### src/common/cipa_defs.svh
// Constants for the CPU interrupt priority acceptance block.
// Operation
// - Entry clears enable, loads current priority.
// - No further interrupt until enable or return.
// - Return restores the saved enable state.
// - Block requests not above current priority.
// - Accept requests strictly above current priority.
// - Priority reaches 255; then everything blocked.
// - Vector depends only on pending priority and base.
// - Wide spacing puts eight words between entries.
// - Software writes priority and disables interrupts.
// - Vector is base bit0 cleared OR priority shifted.
// - Pending priority zero never accepted.
// - Entry saves priority and enable; return restores.
`ifndef CIPA_DEFS_SVH
`define CIPA_DEFS_SVH

// ****************************************************************
// Register offsets (byte addresses).
// ****************************************************************
`define CIPA_OFS_CTRL 4'h0
`define CIPA_OFS_SAVED 4'h4
`define CIPA_OFS_BASE 4'h8
`define CIPA_OFS_STAT 4'hc

// ****************************************************************
// Field positions.
// ****************************************************************
`define CIPA_ENA_BIT 15
`define CIPA_PEND_LSB 16
`define CIPA_SPACE_BIT 0
`define CIPA_WIDE_SHIFT 5
`define CIPA_NARROW_SHIFT 3

// ****************************************************************
// Reset values.
// ****************************************************************
`define CIPA_RST_PRIO 8'h00
`define CIPA_RST_BASE 32'h0000_0000
`define CIPA_MAX_PRIO 8'hff

`endif

### src/common/cipa_pkg.sv
// Types shared by the interrupt priority acceptance block.
package cipa_pkg;
  // Priority number carried by requests and by the CPU.
  typedef logic [7:0] cipa_prio_t;
  // Acceptance sequencer states.
  typedef enum logic [1:0] {
    CIPA_IDLE = 2'b00,
    CIPA_ENTRY = 2'b01,
    CIPA_SERVICE = 2'b10
  } cipa_state_t;
endpackage

### src/core/cipa_vector_calc.sv
// Vector-table entry address computation.
`timescale 1ns/10ps
`include "cipa_defs.svh"
module cipa_vector_calc
  import cipa_pkg::*;
(
  input wire logic [31:0] i_base,
  input wire cipa_pkg::cipa_prio_t i_prio,
  output logic [31:0] o_entry
);
  // The entry depends only on the priority and the base.
  always_comb begin
    if (i_base[`CIPA_SPACE_BIT] == 1'b0) begin
      // Wide spacing: 32 bytes, eight words per entry.
      o_entry = {i_base[31:1], 1'b0} |
                {19'h0, i_prio, 5'h00};
    end else begin
      // Narrow spacing: eight bytes per entry.
      o_entry = {i_base[31:1], 1'b0} |
                {21'h0, i_prio, 3'h0};
    end
  end
endmodule

### src/core/cipa_accept.sv
// CPU interrupt acceptance: priority compare, entry, return, vectoring.
//
// Our own choices: the Avalon-MM slave port and the register offsets.
`timescale 1ns/10ps
`include "cipa_defs.svh"
module cipa_accept (
  input wire logic i_core_clk,
  input wire logic i_rst_n,
  // Pending priority from the interrupt control unit.
  input wire cipa_pkg::cipa_prio_t i_pending_priority_number,
  // Return-from-exception executed, one-cycle pulse.
  input wire logic i_return_from_exception,
  // CPU cannot take an interrupt this cycle (multi-cycle op etc).
  input wire logic i_cpu_busy,
  // Avalon-MM slave.
  input wire logic [3:0] i_avs_address,
  input wire logic i_avs_read,
  input wire logic i_avs_write,
  input wire logic [31:0] i_avs_writedata,
  input wire logic [3:0] i_avs_byteenable,
  output logic [31:0] o_avs_readdata,
  output logic o_avs_waitrequest,
  output logic [1:0] o_avs_response,
  // Acceptance pulse with its vector and priority.
  output logic o_irq_take,
  output logic [31:0] o_vector_pc,
  output cipa_pkg::cipa_prio_t o_taken_priority,
  // Live state of priority and enable.
  output cipa_pkg::cipa_prio_t o_current_cpu_priority,
  output logic o_global_irq_enable
);
  import cipa_pkg::*;

  // ****************************************************************
  // State.
  // ****************************************************************
  cipa_state_t state_ff, nxt_state; // Acceptance sequencer.
  cipa_prio_t ccp_ff, nxt_ccp; // Current CPU priority.
  logic gie_ff, nxt_gie; // Global interrupt enable.
  cipa_prio_t scp_ff, nxt_scp; // Saved CPU priority.
  logic sie_ff, nxt_sie; // Saved interrupt enable.
  logic [31:0] base_ff, nxt_base; // Vector table base, bit 0 spacing.
  logic take_ff, nxt_take; // Acceptance pulse.
  logic [31:0] vec_ff, nxt_vec; // Latched vector address.
  cipa_prio_t tprio_ff, nxt_tprio; // Latched accepted priority.
  logic [31:0] rdata_ff, nxt_rdata; // Read data.
  logic ack_ff, nxt_ack; // Low means waitrequest asserted.
  logic [1:0] resp_ff, nxt_resp; // Avalon response code.
  logic [31:0] entry; // Combinational vector entry.
  logic accept; // Request may be taken now.

  // Merge written bytes into an old word.
  function automatic logic [31:0] merge_be(input logic [31:0] old_w,
      input logic [31:0] new_w, input logic [3:0] be);
    logic [31:0] res;
    res = old_w;
    for (int i = 0; i < 4; i++) begin
      if (be[i]) begin
        res[i*8 +: 8] = new_w[i*8 +: 8];
      end
    end
    return res;
  endfunction

  // Vector computation shared with the bus read of the status word.
  cipa_vector_calc u_vec (
    .i_base(base_ff),
    .i_prio(i_pending_priority_number),
    .o_entry(entry)
  );

  // ****************************************************************
  // Acceptance decision.
  // ****************************************************************
  // A zero pending value means nothing pending; the strict compare also
  // blocks everything at priority 255 since no request can exceed it.
  // The pending number is taken from same-clock logic, so no syncer.
  always_comb begin
    accept = gie_ff && !i_cpu_busy && (state_ff == CIPA_IDLE) &&
             (i_pending_priority_number != 8'h00) &&
             (i_pending_priority_number > ccp_ff);
  end

  // ****************************************************************
  // Next-state logic.
  // ****************************************************************
  // Bus writes are serviced in the second cycle; hardware entry and
  // return events win over a simultaneous software write because they
  // reflect instructions that have already retired.
  always_comb begin
    logic [31:0] wr;
    logic bus_first;
    logic bus_commit;
    wr = 32'h0;
    bus_first = 1'b0;
    bus_commit = 1'b0;
    nxt_state = state_ff;
    nxt_ccp = ccp_ff;
    nxt_gie = gie_ff;
    nxt_scp = scp_ff;
    nxt_sie = sie_ff;
    nxt_base = base_ff;
    nxt_take = 1'b0;
    nxt_vec = vec_ff;
    nxt_tprio = tprio_ff;
    nxt_rdata = rdata_ff;
    nxt_ack = 1'b0;
    nxt_resp = resp_ff;
    // Bus access: one wait cycle, then answer. Read data and the response
    // are latched at the end of the wait cycle; a write lands only on the edge at
    // which the master sees waitrequest low, so a write never takes
    // effect while the bus still reports the transfer as unfinished.
    bus_first = (i_avs_read || i_avs_write) && !ack_ff;
    bus_commit = i_avs_write && ack_ff;
    if (bus_first) begin
      nxt_ack = 1'b1;
      nxt_resp = 2'b00;
      nxt_rdata = 32'h0;
    end
    case (i_avs_address)
      `CIPA_OFS_CTRL: begin
        wr = merge_be({16'h0, gie_ff, 7'h00, ccp_ff}, i_avs_writedata,
                      i_avs_byteenable);
        if (bus_first) begin
          nxt_rdata = {8'h00, i_pending_priority_number, gie_ff, 7'h00,
                       ccp_ff};
        end
        if (bus_commit) begin
          // Software may raise, lower or disable at will.
          nxt_ccp = wr[7:0];
          nxt_gie = wr[`CIPA_ENA_BIT];
        end
      end
      `CIPA_OFS_SAVED: begin
        wr = merge_be({16'h0, sie_ff, 7'h00, scp_ff}, i_avs_writedata,
                      i_avs_byteenable);
        if (bus_first) begin
          nxt_rdata = {16'h0, sie_ff, 7'h00, scp_ff};
        end
        if (bus_commit) begin
          nxt_scp = wr[7:0];
          nxt_sie = wr[`CIPA_ENA_BIT];
        end
      end
      `CIPA_OFS_BASE: begin
        if (bus_first) begin
          nxt_rdata = base_ff;
        end
        if (bus_commit) begin
          nxt_base = merge_be(base_ff, i_avs_writedata, i_avs_byteenable);
        end
      end
      `CIPA_OFS_STAT: begin
        // Read-only: entry the pending request would vector to.
        if (bus_first) begin
          nxt_rdata = entry;
        end
      end
      default: begin
        // Unmapped: slave error, read zero, write dropped.
        if (bus_first) begin
          nxt_resp = 2'b10;
        end
      end
    endcase
    // Sequencer.
    case (state_ff)
      CIPA_IDLE: begin
        if (accept) begin
          nxt_scp = ccp_ff;
          nxt_sie = gie_ff;
          nxt_gie = 1'b0;
          nxt_ccp = i_pending_priority_number;
          nxt_vec = entry;
          nxt_tprio = i_pending_priority_number;
          nxt_take = 1'b1;
          nxt_state = CIPA_ENTRY;
        end
      end
      CIPA_ENTRY: begin
        // One settling cycle while the CPU starts the routine.
        nxt_state = CIPA_SERVICE;
      end
      CIPA_SERVICE: begin
        nxt_state = CIPA_IDLE;
      end
      default: begin
        nxt_state = CIPA_IDLE;
      end
    endcase
    // Return restores priority and enable from the saved copy.
    if (i_return_from_exception && !nxt_take) begin
      nxt_ccp = scp_ff;
      nxt_gie = sie_ff;
    end
  end

  // ****************************************************************
  // Registers.
  // ****************************************************************
  always_ff @(posedge i_core_clk or negedge i_rst_n) begin
    if (!i_rst_n) begin
      state_ff <= CIPA_IDLE;
      ccp_ff <= `CIPA_RST_PRIO;
      gie_ff <= 1'b0;
      scp_ff <= `CIPA_RST_PRIO;
      sie_ff <= 1'b0;
      base_ff <= `CIPA_RST_BASE;
      take_ff <= 1'b0;
      vec_ff <= 32'h0;
      tprio_ff <= 8'h00;
      rdata_ff <= 32'h0;
      ack_ff <= 1'b0;
      resp_ff <= 2'b00;
    end else begin
      state_ff <= nxt_state;
      ccp_ff <= nxt_ccp;
      gie_ff <= nxt_gie;
      scp_ff <= nxt_scp;
      sie_ff <= nxt_sie;
      base_ff <= nxt_base;
      take_ff <= nxt_take;
      vec_ff <= nxt_vec;
      tprio_ff <= nxt_tprio;
      rdata_ff <= nxt_rdata;
      ack_ff <= nxt_ack;
      resp_ff <= nxt_resp;
    end
  end

  // Outputs straight from flip-flops.
  always_comb begin
    o_avs_readdata = rdata_ff;
    o_avs_waitrequest = !ack_ff;
    o_avs_response = resp_ff;
    o_irq_take = take_ff;
    o_vector_pc = vec_ff;
    o_taken_priority = tprio_ff;
    o_current_cpu_priority = ccp_ff;
    o_global_irq_enable = gie_ff;
  end
endmodule

### config.mk
export PLATFORM = sky130hd
export DESIGN_NAME = cipa_accept
export DESIGN_NICKNAME = d
export VERILOG_FILES = /design/src/common/cipa_pkg.sv /design/src/core/cipa_vector_calc.sv /design/src/core/cipa_accept.sv
export VERILOG_INCLUDE_DIRS = /design/src /design/src/common
export SDC_FILE = /design/constraint.sdc
export NUM_CORES = 1
export LEC_CHECK = 0
export ABC_CLOCK_PERIOD_IN_PS = 6200
export BUFFER_PORTS_ARGS = -buffer_cell sky130_fd_sc_hd__buf_2
export CELL_PAD_IN_SITES_DETAIL_PLACEMENT = 1
export CELL_PAD_IN_SITES_GLOBAL_PLACEMENT = 1
export CORE_UTILIZATION = 47
export DETAILED_ROUTE_END_ITERATION = 10
export MAX_ROUTING_LAYER = met4
export PLACE_DENSITY_LB_ADDON = 0.2
export SYNTH_ARGS = -nofsm -noshare
export SYNTH_HDL_FRONTEND = slang
export SYNTH_HIERARCHICAL = 1
export SYNTH_SLANG_ARGS = --single-unit
### constraint.sdc
create_clock -name i_core_clk -period 6.2 [get_ports i_core_clk]
set_clock_uncertainty 0.2 [all_clocks]
set_input_delay 0.31 -clock i_core_clk [delete_from_list [all_inputs] [get_ports i_core_clk]]
set_output_delay 0.31 -clock i_core_clk [all_outputs]
set_load 0.02 [all_outputs]
==> results of run 1 <==
[layer usage]
| metal | vias to the layer above | share of wire [%] | global-route usage (%) |
|---|---|---|---|
| li1 | 2007 | - | - |
| met1 | 2238 | 42 | 32.0 |
| met2 | 133 | 51 | 45.3 |
| met3 | 27 | 4.6 | 5.72 |
| met4 | 0 | 1.7 | 9.54 |
| met5 | - | 0 | - |
[area by class of cell]
class / instances / area (sq um) / area share (%)
Inverter: 13 / 48.8 / 0.622
Multi-Input combinational cell: 297 / 2730 / 34.8
Tap cell: 172 / 215 / 2.74
Clock inverter: 6 / 105 / 1.34
Sequential cell: 128 / 3200 / 40.8
Clock buffer: 25 / 485 / 6.19
Timing Repair Buffer: 175 / 1060 / 13.5
[registers in the layout (all words and copies together) (netlist names), named ones only]
signal	flops
base_ff	32
o_avs_readdata	32
o_vector_pc	32
o_current_cpu_priority	8
o_taken_priority	8
scp_ff	8
state_ff	2
ack_ff	1
o_avs_response	1
o_global_irq_enable	1
o_irq_take	1
sie_ff	1
[logic make-up after synthesis]
family	Yosys count	synth area share, %
multiplexers	138	27.9
flip-flops	128	51.0
AO/OA/AOI/OAI	73	7.54
other	1	0.0598
buffers and inverters	58	5.70
adder cells (fa/ha/maj)	8	1.59
AND/OR/NAND/NOR	77	6.14
[synthesized netlist by cell type, types with 2 or more instances]
master,instances
a211o_1,6
a211oi_1,2
a21o_1,6
a21oi_1,3
a22o_1,6
a22oi_1,8
and2_1,8
and3_1,3
buf_1,2
buf_2,6
buf_4,23
buf_6,6
clkbuf_1,7
dfrtp_1,128
ha_1,8
inv_1,11
inv_2,2
mux2_2,41
mux2_4,49
mux2i_1,42
mux4_2,6
nand2_1,41
nand3_1,7
nor2_1,5
nor2b_1,4
nor4_1,2
o21ai_0,38
[what timing repair did]
item / CTS / global route
gates resized for setup: 0 / 0
hold buffers: 33 / 0
endpoints found under the hold margin: 80 / 0
[worst reg2reg max path: cells and delay by family (launching register included)]
kind / cells / cell delay (ns)
buf+inv: 2 / 0.68
compound gates: 3 / 0.47
flops: 1 / 0.40
simple gates: 1 / 0.14
fa+ha+maj: 1 / 0.29
mux: 1 / 0.39
[per-stage QoR]
| step | std cells | power, uW | hold slack (ns) | util [%] |
|---|---|---|---|---|
| 2_1_floorplan | 483 | 2070 | -0.186 | - |
| 3_3_place_gp | 752 | 2360 | 0.0649 | 54.0 |
| 3_5_place_dp | 752 | 2410 | 0.0704 | 54.0 |
| 4_1_cts | 816 | 3450 | 0.0660 | 61.1 |
| 5_1_grt | 816 | 3600 | 0.0745 | 61.1 |
| 6_report | 816 | 3430 | 0.0774 | 61.1 |
[report_power, final]
group	internal [uW]	switching, uW	total, uW
clock network	660	348	1010
logic	569	605	1170
registers	1070	177	1250
[how the worst min path moves through the flow]
stage / cells after the start / from / to / slack (ns)
finish: 2 / i_pending_priority_number[0] / o_taken_priority[0] / 0.08
global route: 2 / i_pending_priority_number[0] / o_taken_priority[0] / 0.07
CTS: 2 / i_pending_priority_number[0] / o_taken_priority[0] / 0.07
detailed placement: 1 / i_rst_n / o_avs_readdata[1] / 0.07
global placement: 1 / i_rst_n / o_vector_pc[1] / 0.06
floorplan: 0 / i_rst_n / asynchronous set/reset pin / -0.19
==> impl_results.html, run 1 <==
<table>
<tr><th>Metric</th><th>Value</th></tr>
<tr><th colspan="2">Worst setup path</th></tr>
<tr><td>Nature of the critical path endpoint</td><td>flop</td></tr>
<tr><td>Maximum net fanout on the critical path</td><td>37</td></tr>
<tr><td>Data arrival time of the critical path</td><td>~2.8 ns</td></tr>
<tr><td>Launch point of the worst path</td><td>o_current_cpu_priority[1]</td></tr>
<tr><td>Startpoint-to-endpoint class of the critical path</td><td>flop to flop</td></tr>
<tr><td>Kind of cell adding the most delay to the critical path</td><td>buffers and inverters</td></tr>
<tr><td>Number of cells on the worst reg-to-reg path</td><td>8</td></tr>
<tr><td>Critical Path Max Stage Delay</td><td>about 0.59 ns</td></tr>
<tr><td>End of the worst register-to-register path</td><td>o_taken_priority[1]</td></tr>
<tr><td>Number of buffer and inverter instances along the worst setup path</td><td>2</td></tr>
<tr><td>Crit path capture</td><td>o_taken_priority[1]</td></tr>
<tr><td>Worst path required time</td><td>6.30 ns</td></tr>
<tr><td>Critical R2R Launch</td><td>o_current_cpu_priority[1]</td></tr>
<tr><td>Startpoint Class</td><td>flop</td></tr>
<tr><td>Instance count on the critical path</td><td>8</td></tr>
<tr><td>Slowest cell on the critical path</td><td>buf_4</td></tr>
<tr><td>Critical Path, Cell by Cell</td><td>inv_1 &gt; ha_1 &gt; nor2b_1 &gt; o211ai_1 &gt; a211oi_1 &gt; o211ai_4 &gt; buf_4 &gt; mux2_4</td></tr>
<tr><td>Internal reg-to-reg setup slack</td><td>around 3.5 ns</td></tr>
<tr><th colspan="2">Clock network</th></tr>
<tr><td>H-tree Lvls</td><td>4</td></tr>
<tr><td>Total CTS buffers</td><td>17</td></tr>
<tr><td>Clock tree from TritonCTS</td><td>yes</td></tr>
<tr><td>Insertion delay of the later-clocked pin in the worst-skew pair</td><td>0.42 ns</td></tr>
<tr><td>Setup Fix Bufs, Post-CTS</td><td>0</td></tr>
<tr><td>Number of buffers on the longest clock path</td><td>2</td></tr>
<tr><td>Cell chosen for the clock root</td><td>clkbuf_16</td></tr>
<tr><td>Total clock sinks</td><td>128</td></tr>
<tr><td>Clock-pin slew on the worst setup and hold paths</td><td>roughly 0.05 ns</td></tr>
<tr><th colspan="2">Power and ir drop</th></tr>
<tr><td>Ratio of total power to cell area</td><td>between 400 and 500 nW/um^2</td></tr>
<tr><td>Leakage Power</td><td>about 0.0042 uW</td></tr>
<tr><td>Peak VDD IR</td><td>roughly 260 uV</td></tr>
<tr><th colspan="2">Yosys</th></tr>
<tr><td>Seq cells post-synth</td><td>approximately 130</td></tr>
<tr><td>Sequential cell area fraction in the yosys report</td><td>between 50% and 60%</td></tr>
<tr><td>Number of nets produced by synthesis</td><td>around 550</td></tr>
<tr><td>Cell area after technology mapping</td><td>between 6000 and 7000 sq um</td></tr>
<tr><td>Yosys synthesis warning count</td><td>6</td></tr>
<tr><td>Top flip-flop cell by instance count after synthesis</td><td>dfrtp_1</td></tr>
<tr><td>Library cell with the largest summed area after synthesis</td><td>dfrtp_1</td></tr>
<tr><td>Portion of synthesized cell area occupied by the leading cell type</td><td>about 51%</td></tr>
<tr><td>Count of unique library cells instantiated by Yosys</td><td>40</td></tr>
<tr><td>Avg Cell Area, Syn</td><td>~13 sq um</td></tr>
<tr><td>Number of synthesized flops with an enable pin</td><td>0</td></tr>
<tr><td>Gate Count Post-Synth</td><td>between 400 and 500</td></tr>
<tr><td>Biggest area contributors in the synthesized netlist</td><td>dfrtp_1 (51%), mux2_4 (12%), mux2_2 (7.4%)</td></tr>
<tr><td>Async S/R FF share, synth</td><td>100%</td></tr>
<tr><th colspan="2">Routing</th></tr>
<tr><td>Total vias in the final route</td><td>4405</td></tr>
<tr><td>Detailed router's first-iteration violation count</td><td>177</td></tr>
<tr><td>TritonRoute pass-1 iters</td><td>4</td></tr>
<tr><td>Final Routed Wirelength</td><td>~17000 um</td></tr>
<tr><td>Number of vias per cell after detailed routing</td><td>about 5.4</td></tr>
<tr><td>Antenna Violating Nets Remaining</td><td>0</td></tr>
<tr><td>Final routed wire length divided by cell count</td><td>~21 um</td></tr>
<tr><td># DRC</td><td>0</td></tr>
<tr><th colspan="2">STA</th></tr>
<tr><td>Maximum operating frequency</td><td>~0.37 GHz</td></tr>
<tr><td>RSZ-0062 raised after global routing</td><td>no</td></tr>
<tr><td>Summed negative setup slack over all endpoints</td><td>0 ns</td></tr>
<tr><td>Number of failing setup endpoints in the final timing report</td><td>0</td></tr>
<tr><td>Worst slew margin</td><td>between 30% and 40%</td></tr>
<tr><td>Final Hold Vio Count</td><td>0</td></tr>
<tr><td>Post-route worst setup slack</td><td>approximately 3.5 ns</td></tr>
<tr><td>Total count of max-transition violations in the final report</td><td>0</td></tr>
<tr><td>Shortest period the worst path allows</td><td>2.71 ns</td></tr>
<tr><td>Slew of the pin with the lowest slew margin</td><td>between 1 and 1.5 ns</td></tr>
<tr><td>Crit share post-route</td><td>43.7%</td></tr>
<tr><th colspan="2">Cells and area</th></tr>
<tr><td>Most common cell after layout, fill and taps aside</td><td>buf_2</td></tr>
<tr><td>Design area</td><td>just under 8000 sq um</td></tr>
<tr><td>Leading cell types in the layout, fill and taps excluded</td><td>buf_2 (137), dfrtp_1 (128), mux2_4 (49)</td></tr>
<tr><td>Count of inserted antenna diode cells</td><td>0</td></tr>
<tr><td>Fraction of layout cells with a size suffix above 1</td><td>42.4%</td></tr>
<tr><td>Layout-stage area growth over the synthesis result</td><td>24.9%</td></tr>
<tr><td>Final #Nets</td><td>just under 700</td></tr>
<tr><td>Number of filler cells placed in the layout</td><td>around 1300</td></tr>
<tr><th colspan="2">Floorplan</th></tr>
<tr><td>Die Span X</td><td>approximately 120 um</td></tr>
<tr><td>Die footprint</td><td>13800 sq um</td></tr>
<tr><td>Effective utilization at floorplan</td><td>~49%</td></tr>
<tr><td>Boundary pin count</td><td>~140</td></tr>
<tr><td>FP Rows</td><td>approximately 40</td></tr>
<tr><td>Die outline height</td><td>between 100 and 150 um</td></tr>
<tr><td>Std-Cell Core Area</td><td>12800 sq um</td></tr>
<tr><th colspan="2">Outcome</th></tr>
<tr><td>Outcome</td><td>complete, no violations</td></tr>
<tr><th colspan="2">GRT</th></tr>
<tr><td>Maximum number of pins on one net before global-route repair</td><td>82</td></tr>
<tr><td>Antenna violations before repair</td><td>0</td></tr>
<tr><td>Number of global-route vias before repair</td><td>slightly below 5000</td></tr>
<tr><td>Overall Global Routing Usage</td><td>between 20% and 30%</td></tr>
<tr><td>Global-route wire length before repair</td><td>between 20000 and 30000 um</td></tr>
<tr><td>Residual overflow from global routing</td><td>0</td></tr>
<tr><th colspan="2">Flow run</th></tr>
<tr><td>Number of max-capacitance violations reported</td><td>0</td></tr>
<tr><th colspan="2">Placed design</th></tr>
<tr><td>Number of buffer cells added on primary ports</td><td>~140</td></tr>
<tr><td>Final estimated routing congestion in global placement</td><td>between 0.8 and 0.9</td></tr>
<tr><td>Post-placement setup slack</td><td>approximately 3.5 ns</td></tr>
<tr><td>Placed cell areas</td><td>approximately 6900 sq um</td></tr>
<tr><td>HPWL after detailed placement</td><td>roughly 11000 um</td></tr>
<tr><th colspan="2">Min path</th></tr>
<tr><td>Type of the most critical hold path</td><td>primary input to flop</td></tr>
</table>
Note: power is estimated with default switching activity, not from simulation.
==> inputs of run 2 (changes only) <==
Settings changed: ABC_AREA from default to 1, ABC_CLOCK_PERIOD_IN_PS 6200 to 2650, CORE_UTILIZATION 47 to 41.
Clock period 6.2 ns to 2.65 ns, I/O delays scaled along.
==> impl_results.html, run 2 <==
<table>
<tr><th>Metric</th><th>Value</th></tr>
<tr><th colspan="2">Worst setup path</th></tr>
<tr><td>Maximum net fanout on the critical path</td><td>16</td></tr>
<tr><td>Startpoint-to-endpoint class of the critical path</td><td>primary input to flop</td></tr>
<tr><td>Startpoint Class</td><td>primary input</td></tr>
<tr><td>Worst path required time</td><td>2.76 ns</td></tr>
<tr><td>Number of cells on the worst reg-to-reg path</td><td>10</td></tr>
<tr><td>Nature of the critical path endpoint</td><td>flop</td></tr>
<tr><td>Data arrival time of the critical path</td><td>~2.7 ns</td></tr>
<tr><th colspan="2">STA</th></tr>
<tr><td>Number of failing setup endpoints in the final timing report</td><td>0</td></tr>
<tr><td>RSZ-0062 raised after global routing</td><td>no</td></tr>
<tr><td>Worst slew margin</td><td>between 60% and 70%</td></tr>
<tr><td>Total count of max-transition violations in the final report</td><td>0</td></tr>
<tr><td>Slew of the pin with the lowest slew margin</td><td>approximately 0.59 ns</td></tr>
<tr><td>Shortest period the worst path allows</td><td>~2.6 ns</td></tr>
<tr><td>Crit share post-route</td><td>96.9%</td></tr>
<tr><td>Maximum operating frequency</td><td>0.389 GHz</td></tr>
<tr><td>Summed negative setup slack over all endpoints</td><td>0 ns</td></tr>
<tr><td>Final Hold Vio Count</td><td>0</td></tr>
<tr><th colspan="2">Power and ir drop</th></tr>
<tr><td>Part of the total power dissipated in the clock network</td><td>32.2%</td></tr>
<tr><td>Combinational group share of total power</td><td>~33%</td></tr>
<tr><td>Total power after layout</td><td>around 8100 uW</td></tr>
<tr><td>Net Sw Frac</td><td>around 37%</td></tr>
<tr><td>Leakage Power</td><td>around 0.0045 uW</td></tr>
<tr><td>Peak VDD IR</td><td>approximately 500 uV</td></tr>
<tr><td>Internal cell power</td><td>a little over 5000 uW</td></tr>
<tr><td>Sequential cell fraction of total power</td><td>between 30% and 40%</td></tr>
<tr><td>Net Switching</td><td>~3000 uW</td></tr>
<tr><td>Ratio of total power to cell area</td><td>about 950 nW/um^2</td></tr>
<tr><th colspan="2">Floorplan</th></tr>
<tr><td>FP Rows</td><td>46</td></tr>
<tr><td>Die outline height</td><td>~130 um</td></tr>
<tr><td>Die footprint</td><td>~17000 sq um</td></tr>
<tr><td>Effective utilization at floorplan</td><td>42.0%</td></tr>
<tr><td>Boundary pin count</td><td>139</td></tr>
<tr><td>Std-Cell Core Area</td><td>between 15000 and 20000 sq um</td></tr>
<tr><td>Die Span X</td><td>129 um</td></tr>
<tr><th colspan="2">Yosys</th></tr>
<tr><td>Gate Count Post-Synth</td><td>803</td></tr>
<tr><td>Count of unique library cells instantiated by Yosys</td><td>34</td></tr>
<tr><td>Largest family of logic cells by synthesized area</td><td>simple AND/OR/NAND/NOR gates</td></tr>
<tr><td>Simple-Gate Fraction of Synth Area</td><td>23.5%</td></tr>
<tr><td>Seq cells post-synth</td><td>around 130</td></tr>
<tr><td>Top flip-flop cell by instance count after synthesis</td><td>dfrtp_1</td></tr>
<tr><td>Mux cell area share after synthesis</td><td>around 4.2%</td></tr>
<tr><td>Number of synthesized flops with an enable pin</td><td>0</td></tr>
<tr><td>Cell area after technology mapping</td><td>between 6000 and 7000 sq um</td></tr>
<tr><td>Share of synthesized cell area in full adder, half adder and majority cells</td><td>under 10%</td></tr>
<tr><td>Compound-Gate Fraction of Synth Area</td><td>roughly 12%</td></tr>
<tr><td>Async S/R FF share, synth</td><td>100%</td></tr>
<tr><td>Yosys synthesis warning count</td><td>6</td></tr>
<tr><td>Biggest area contributors in the synthesized netlist</td><td>dfrtp_1 (48%), nand2_1 (15%), o21ai_0 (4.8%)</td></tr>
<tr><td>Number of nets produced by synthesis</td><td>a little under 900</td></tr>
<tr><td>Avg Cell Area, Syn</td><td>8.30 sq um</td></tr>
<tr><td>Most common cell in the synthesized netlist</td><td>nand2_1</td></tr>
<tr><td>Most frequent cells after synthesis</td><td>nand2_1 (271), dfrtp_1 (128), inv_1 (76), o21ai_0 (64), nor2_1 (41)</td></tr>
<tr><td>Library cell with the largest summed area after synthesis</td><td>dfrtp_1</td></tr>
<tr><td>Portion of synthesized cell area occupied by the leading cell type</td><td>about half</td></tr>
<tr><td>XOR/XNOR share of the synthesized area</td><td>0%</td></tr>
<tr><td>Sequential cell area fraction in the yosys report</td><td>between 40% and 50%</td></tr>
<tr><th colspan="2">Cells and area</th></tr>
<tr><td>Design area</td><td>between 8000 and 9000 sq um</td></tr>
<tr><td>Fraction of layout cells with a size suffix above 1</td><td>about a quarter</td></tr>
<tr><td>Core utilization of the finished layout</td><td>a little over half</td></tr>
<tr><td>Leading cell types in the layout, fill and taps excluded</td><td>nand2_1 (271), buf_2 (137), dfrtp_1 (128)</td></tr>
<tr><td>Number of filler cells placed in the layout</td><td>1958</td></tr>
<tr><td>Layout-stage area growth over the synthesis result</td><td>28.2%</td></tr>
<tr><td>Count of inserted antenna diode cells</td><td>0</td></tr>
<tr><td>Most common cell after layout, fill and taps aside</td><td>nand2_1</td></tr>
<tr><td>Final #Nets</td><td>between 1000 and 1500</td></tr>
<tr><td>Final standard cell count with taps included and fillers excluded</td><td>between 1000 and 1500</td></tr>
<tr><th colspan="2">Outcome</th></tr>
<tr><td>Outcome</td><td>complete, no violations</td></tr>
<tr><th colspan="2">GRT</th></tr>
<tr><td>Antenna violations before repair</td><td>0</td></tr>
<tr><td>Maximum number of pins on one net before global-route repair</td><td>62</td></tr>
<tr><td>Number of global-route vias before repair</td><td>roughly 6800</td></tr>
<tr><td>Residual overflow from global routing</td><td>0</td></tr>
<tr><td>Global-route wire length before repair</td><td>~36000 um</td></tr>
<tr><td>Overall Global Routing Usage</td><td>29.3%</td></tr>
<tr><th colspan="2">Clock network</th></tr>
<tr><td>Clock tree from TritonCTS</td><td>yes</td></tr>
<tr><td>Total CTS buffers</td><td>17</td></tr>
<tr><td>Clock-pin slew on the worst setup and hold paths</td><td>around 0.060 ns</td></tr>
<tr><td>Number of buffers on the longest clock path</td><td>2</td></tr>
<tr><td>Cell chosen for the clock root</td><td>clkbuf_16</td></tr>
<tr><td>Total clock sinks</td><td>between 100 and 150</td></tr>
<tr><td>Insertion delay of the later-clocked pin in the worst-skew pair</td><td>between 0.4 and 0.5 ns</td></tr>
<tr><td>H-tree Lvls</td><td>4</td></tr>
<tr><th colspan="2">Routing</th></tr>
<tr><td>TritonRoute pass-1 iters</td><td>6</td></tr>
<tr><td>Final routed wire length divided by cell count</td><td>18.8 um</td></tr>
<tr><td>Antenna Violating Nets Remaining</td><td>0</td></tr>
<tr><td>Detailed router's first-iteration violation count</td><td>~270</td></tr>
<tr><td>Total vias in the final route</td><td>around 6200</td></tr>
<tr><td>Final Routed Wirelength</td><td>between 20000 and 25000 um</td></tr>
<tr><td># DRC</td><td>0</td></tr>
<tr><td>Number of vias per cell after detailed routing</td><td>5.19</td></tr>
<tr><th colspan="2">Min path</th></tr>
<tr><td>Hold Path Stages</td><td>4</td></tr>
<tr><td>Type of the most critical hold path</td><td>primary input to flop</td></tr>
<tr><th colspan="2">Placed design</th></tr>
<tr><td>Placed cell areas</td><td>around 7400 sq um</td></tr>
<tr><td>Number of buffer cells added on primary ports</td><td>138</td></tr>
<tr><td>Final estimated routing congestion in global placement</td><td>between 0.8 and 0.9</td></tr>
<tr><td>Cells after DPL</td><td>approximately 1100</td></tr>
<tr><td>HPWL after detailed placement</td><td>15400 um</td></tr>
<tr><th colspan="2">Flow run</th></tr>
<tr><td>Number of max-capacitance violations reported</td><td>0</td></tr>
</table>
## run 2: cell types whose count changed in the layout (fill, tap and decap cells not counted), sizes merged, moves of 27 or more
cell   before  now
nand2      41  280
o21ai      39   79
inv        13   81
nand3       8   35
mux2       90   25
nor2        6   46
mux2i      42    0
## run 2: metrics by stage
step	hold WS (ns)	setup WS, ns
after CTS	0.000815	0.135
final	0.00349	0.0813
after detailed placement	-0.0630	0.191
after floorplan	-0.363	0.555
after global placement	-0.0706	0.372
after global routing	0.0128	0.00906
## run 2: area by class of cell
class / count / area (sq um) / area share (%)
Clock buffer: 23 / 498 / 5.83
Clock inverter: 9 / 151 / 1.77
Inverter: 81 / 312 / 3.65
Multi-Input combinational cell: 538 / 2800 / 32.7
Sequential cell: 128 / 3200 / 37.5
Tap cell: 216 / 270 / 3.16
Timing Repair Buffer: 200 / 1310 / 15.4
## run 2: worst paths after layout
kind,startpoint,endpoint,slack [ns]
max in group asynchronous,i_rst_n,o_vector_pc[21],1.49
min in group asynchronous,i_rst_n,base_ff[24],0.04
max reg2reg,o_current_cpu_priority[7],o_current_cpu_priority[3],0.24
max,i_avs_address[0],o_avs_readdata[18],0.08
min,i_avs_address[2],o_avs_readdata[6],0.003
min reg2reg,state_ff[1],state_ff[1],0.23
## run 2: timing repair
| item | CTS | global route |
|---|---|---|
| setup endpoints to repair | 0 | 3 |
| endpoints found under the hold margin | 183 | 1 |
| buffers inserted | 0 | 2 |
| gates resized for setup | 0 | 1 |
| hold buffers | 46 | 1 |
## run 2: cells by family after synthesis
group	count (synthesis)
other	1
adder cells (fa/ha/maj)	8
AND/OR/NAND/NOR	373
multiplexers	25
AO/OA/AOI/OAI	131
flip-flops	128
buffers and inverters	137
## run 2: critical path, stage by stage
cell and delay [ns]:
dlygate4sd3_1 0.55, buf_2 0.15, nor2_4 0.12, dlygate4sd3_1 0.62, inv_1 0.12, nand2_1 0.43, o21ai_0 0.25, a41oi_1 0.30
## run 2: per-layer routing
metal | wire length, um | part of all wire [%] | vias to the layer above | global-route usage [%]
li1 | - | - | 2879 | -
met4 | 665 | 3.0 | 0 | 12.7
met5 | 0 | 0 | - | -
met3 | 958 | 4.3 | 55 | 5.74
met1 | 9130 | 41 | 3088 | 33.1
met2 | 11700 | 52 | 176 | 50.6
## run 2: power by group through the flow
stage | logic [uW] | registers, uW | clock network, uW
2_1_floorplan | 1290 | 3240 | 0
3_3_place_gp | 2450 | 2840 | 0
3_5_place_dp | 2560 | 2870 | 0
4_1_cts | 2640 | 2840 | 2620
5_1_grt | 2910 | 2910 | 2700
6_report | 2640 | 2840 | 2600
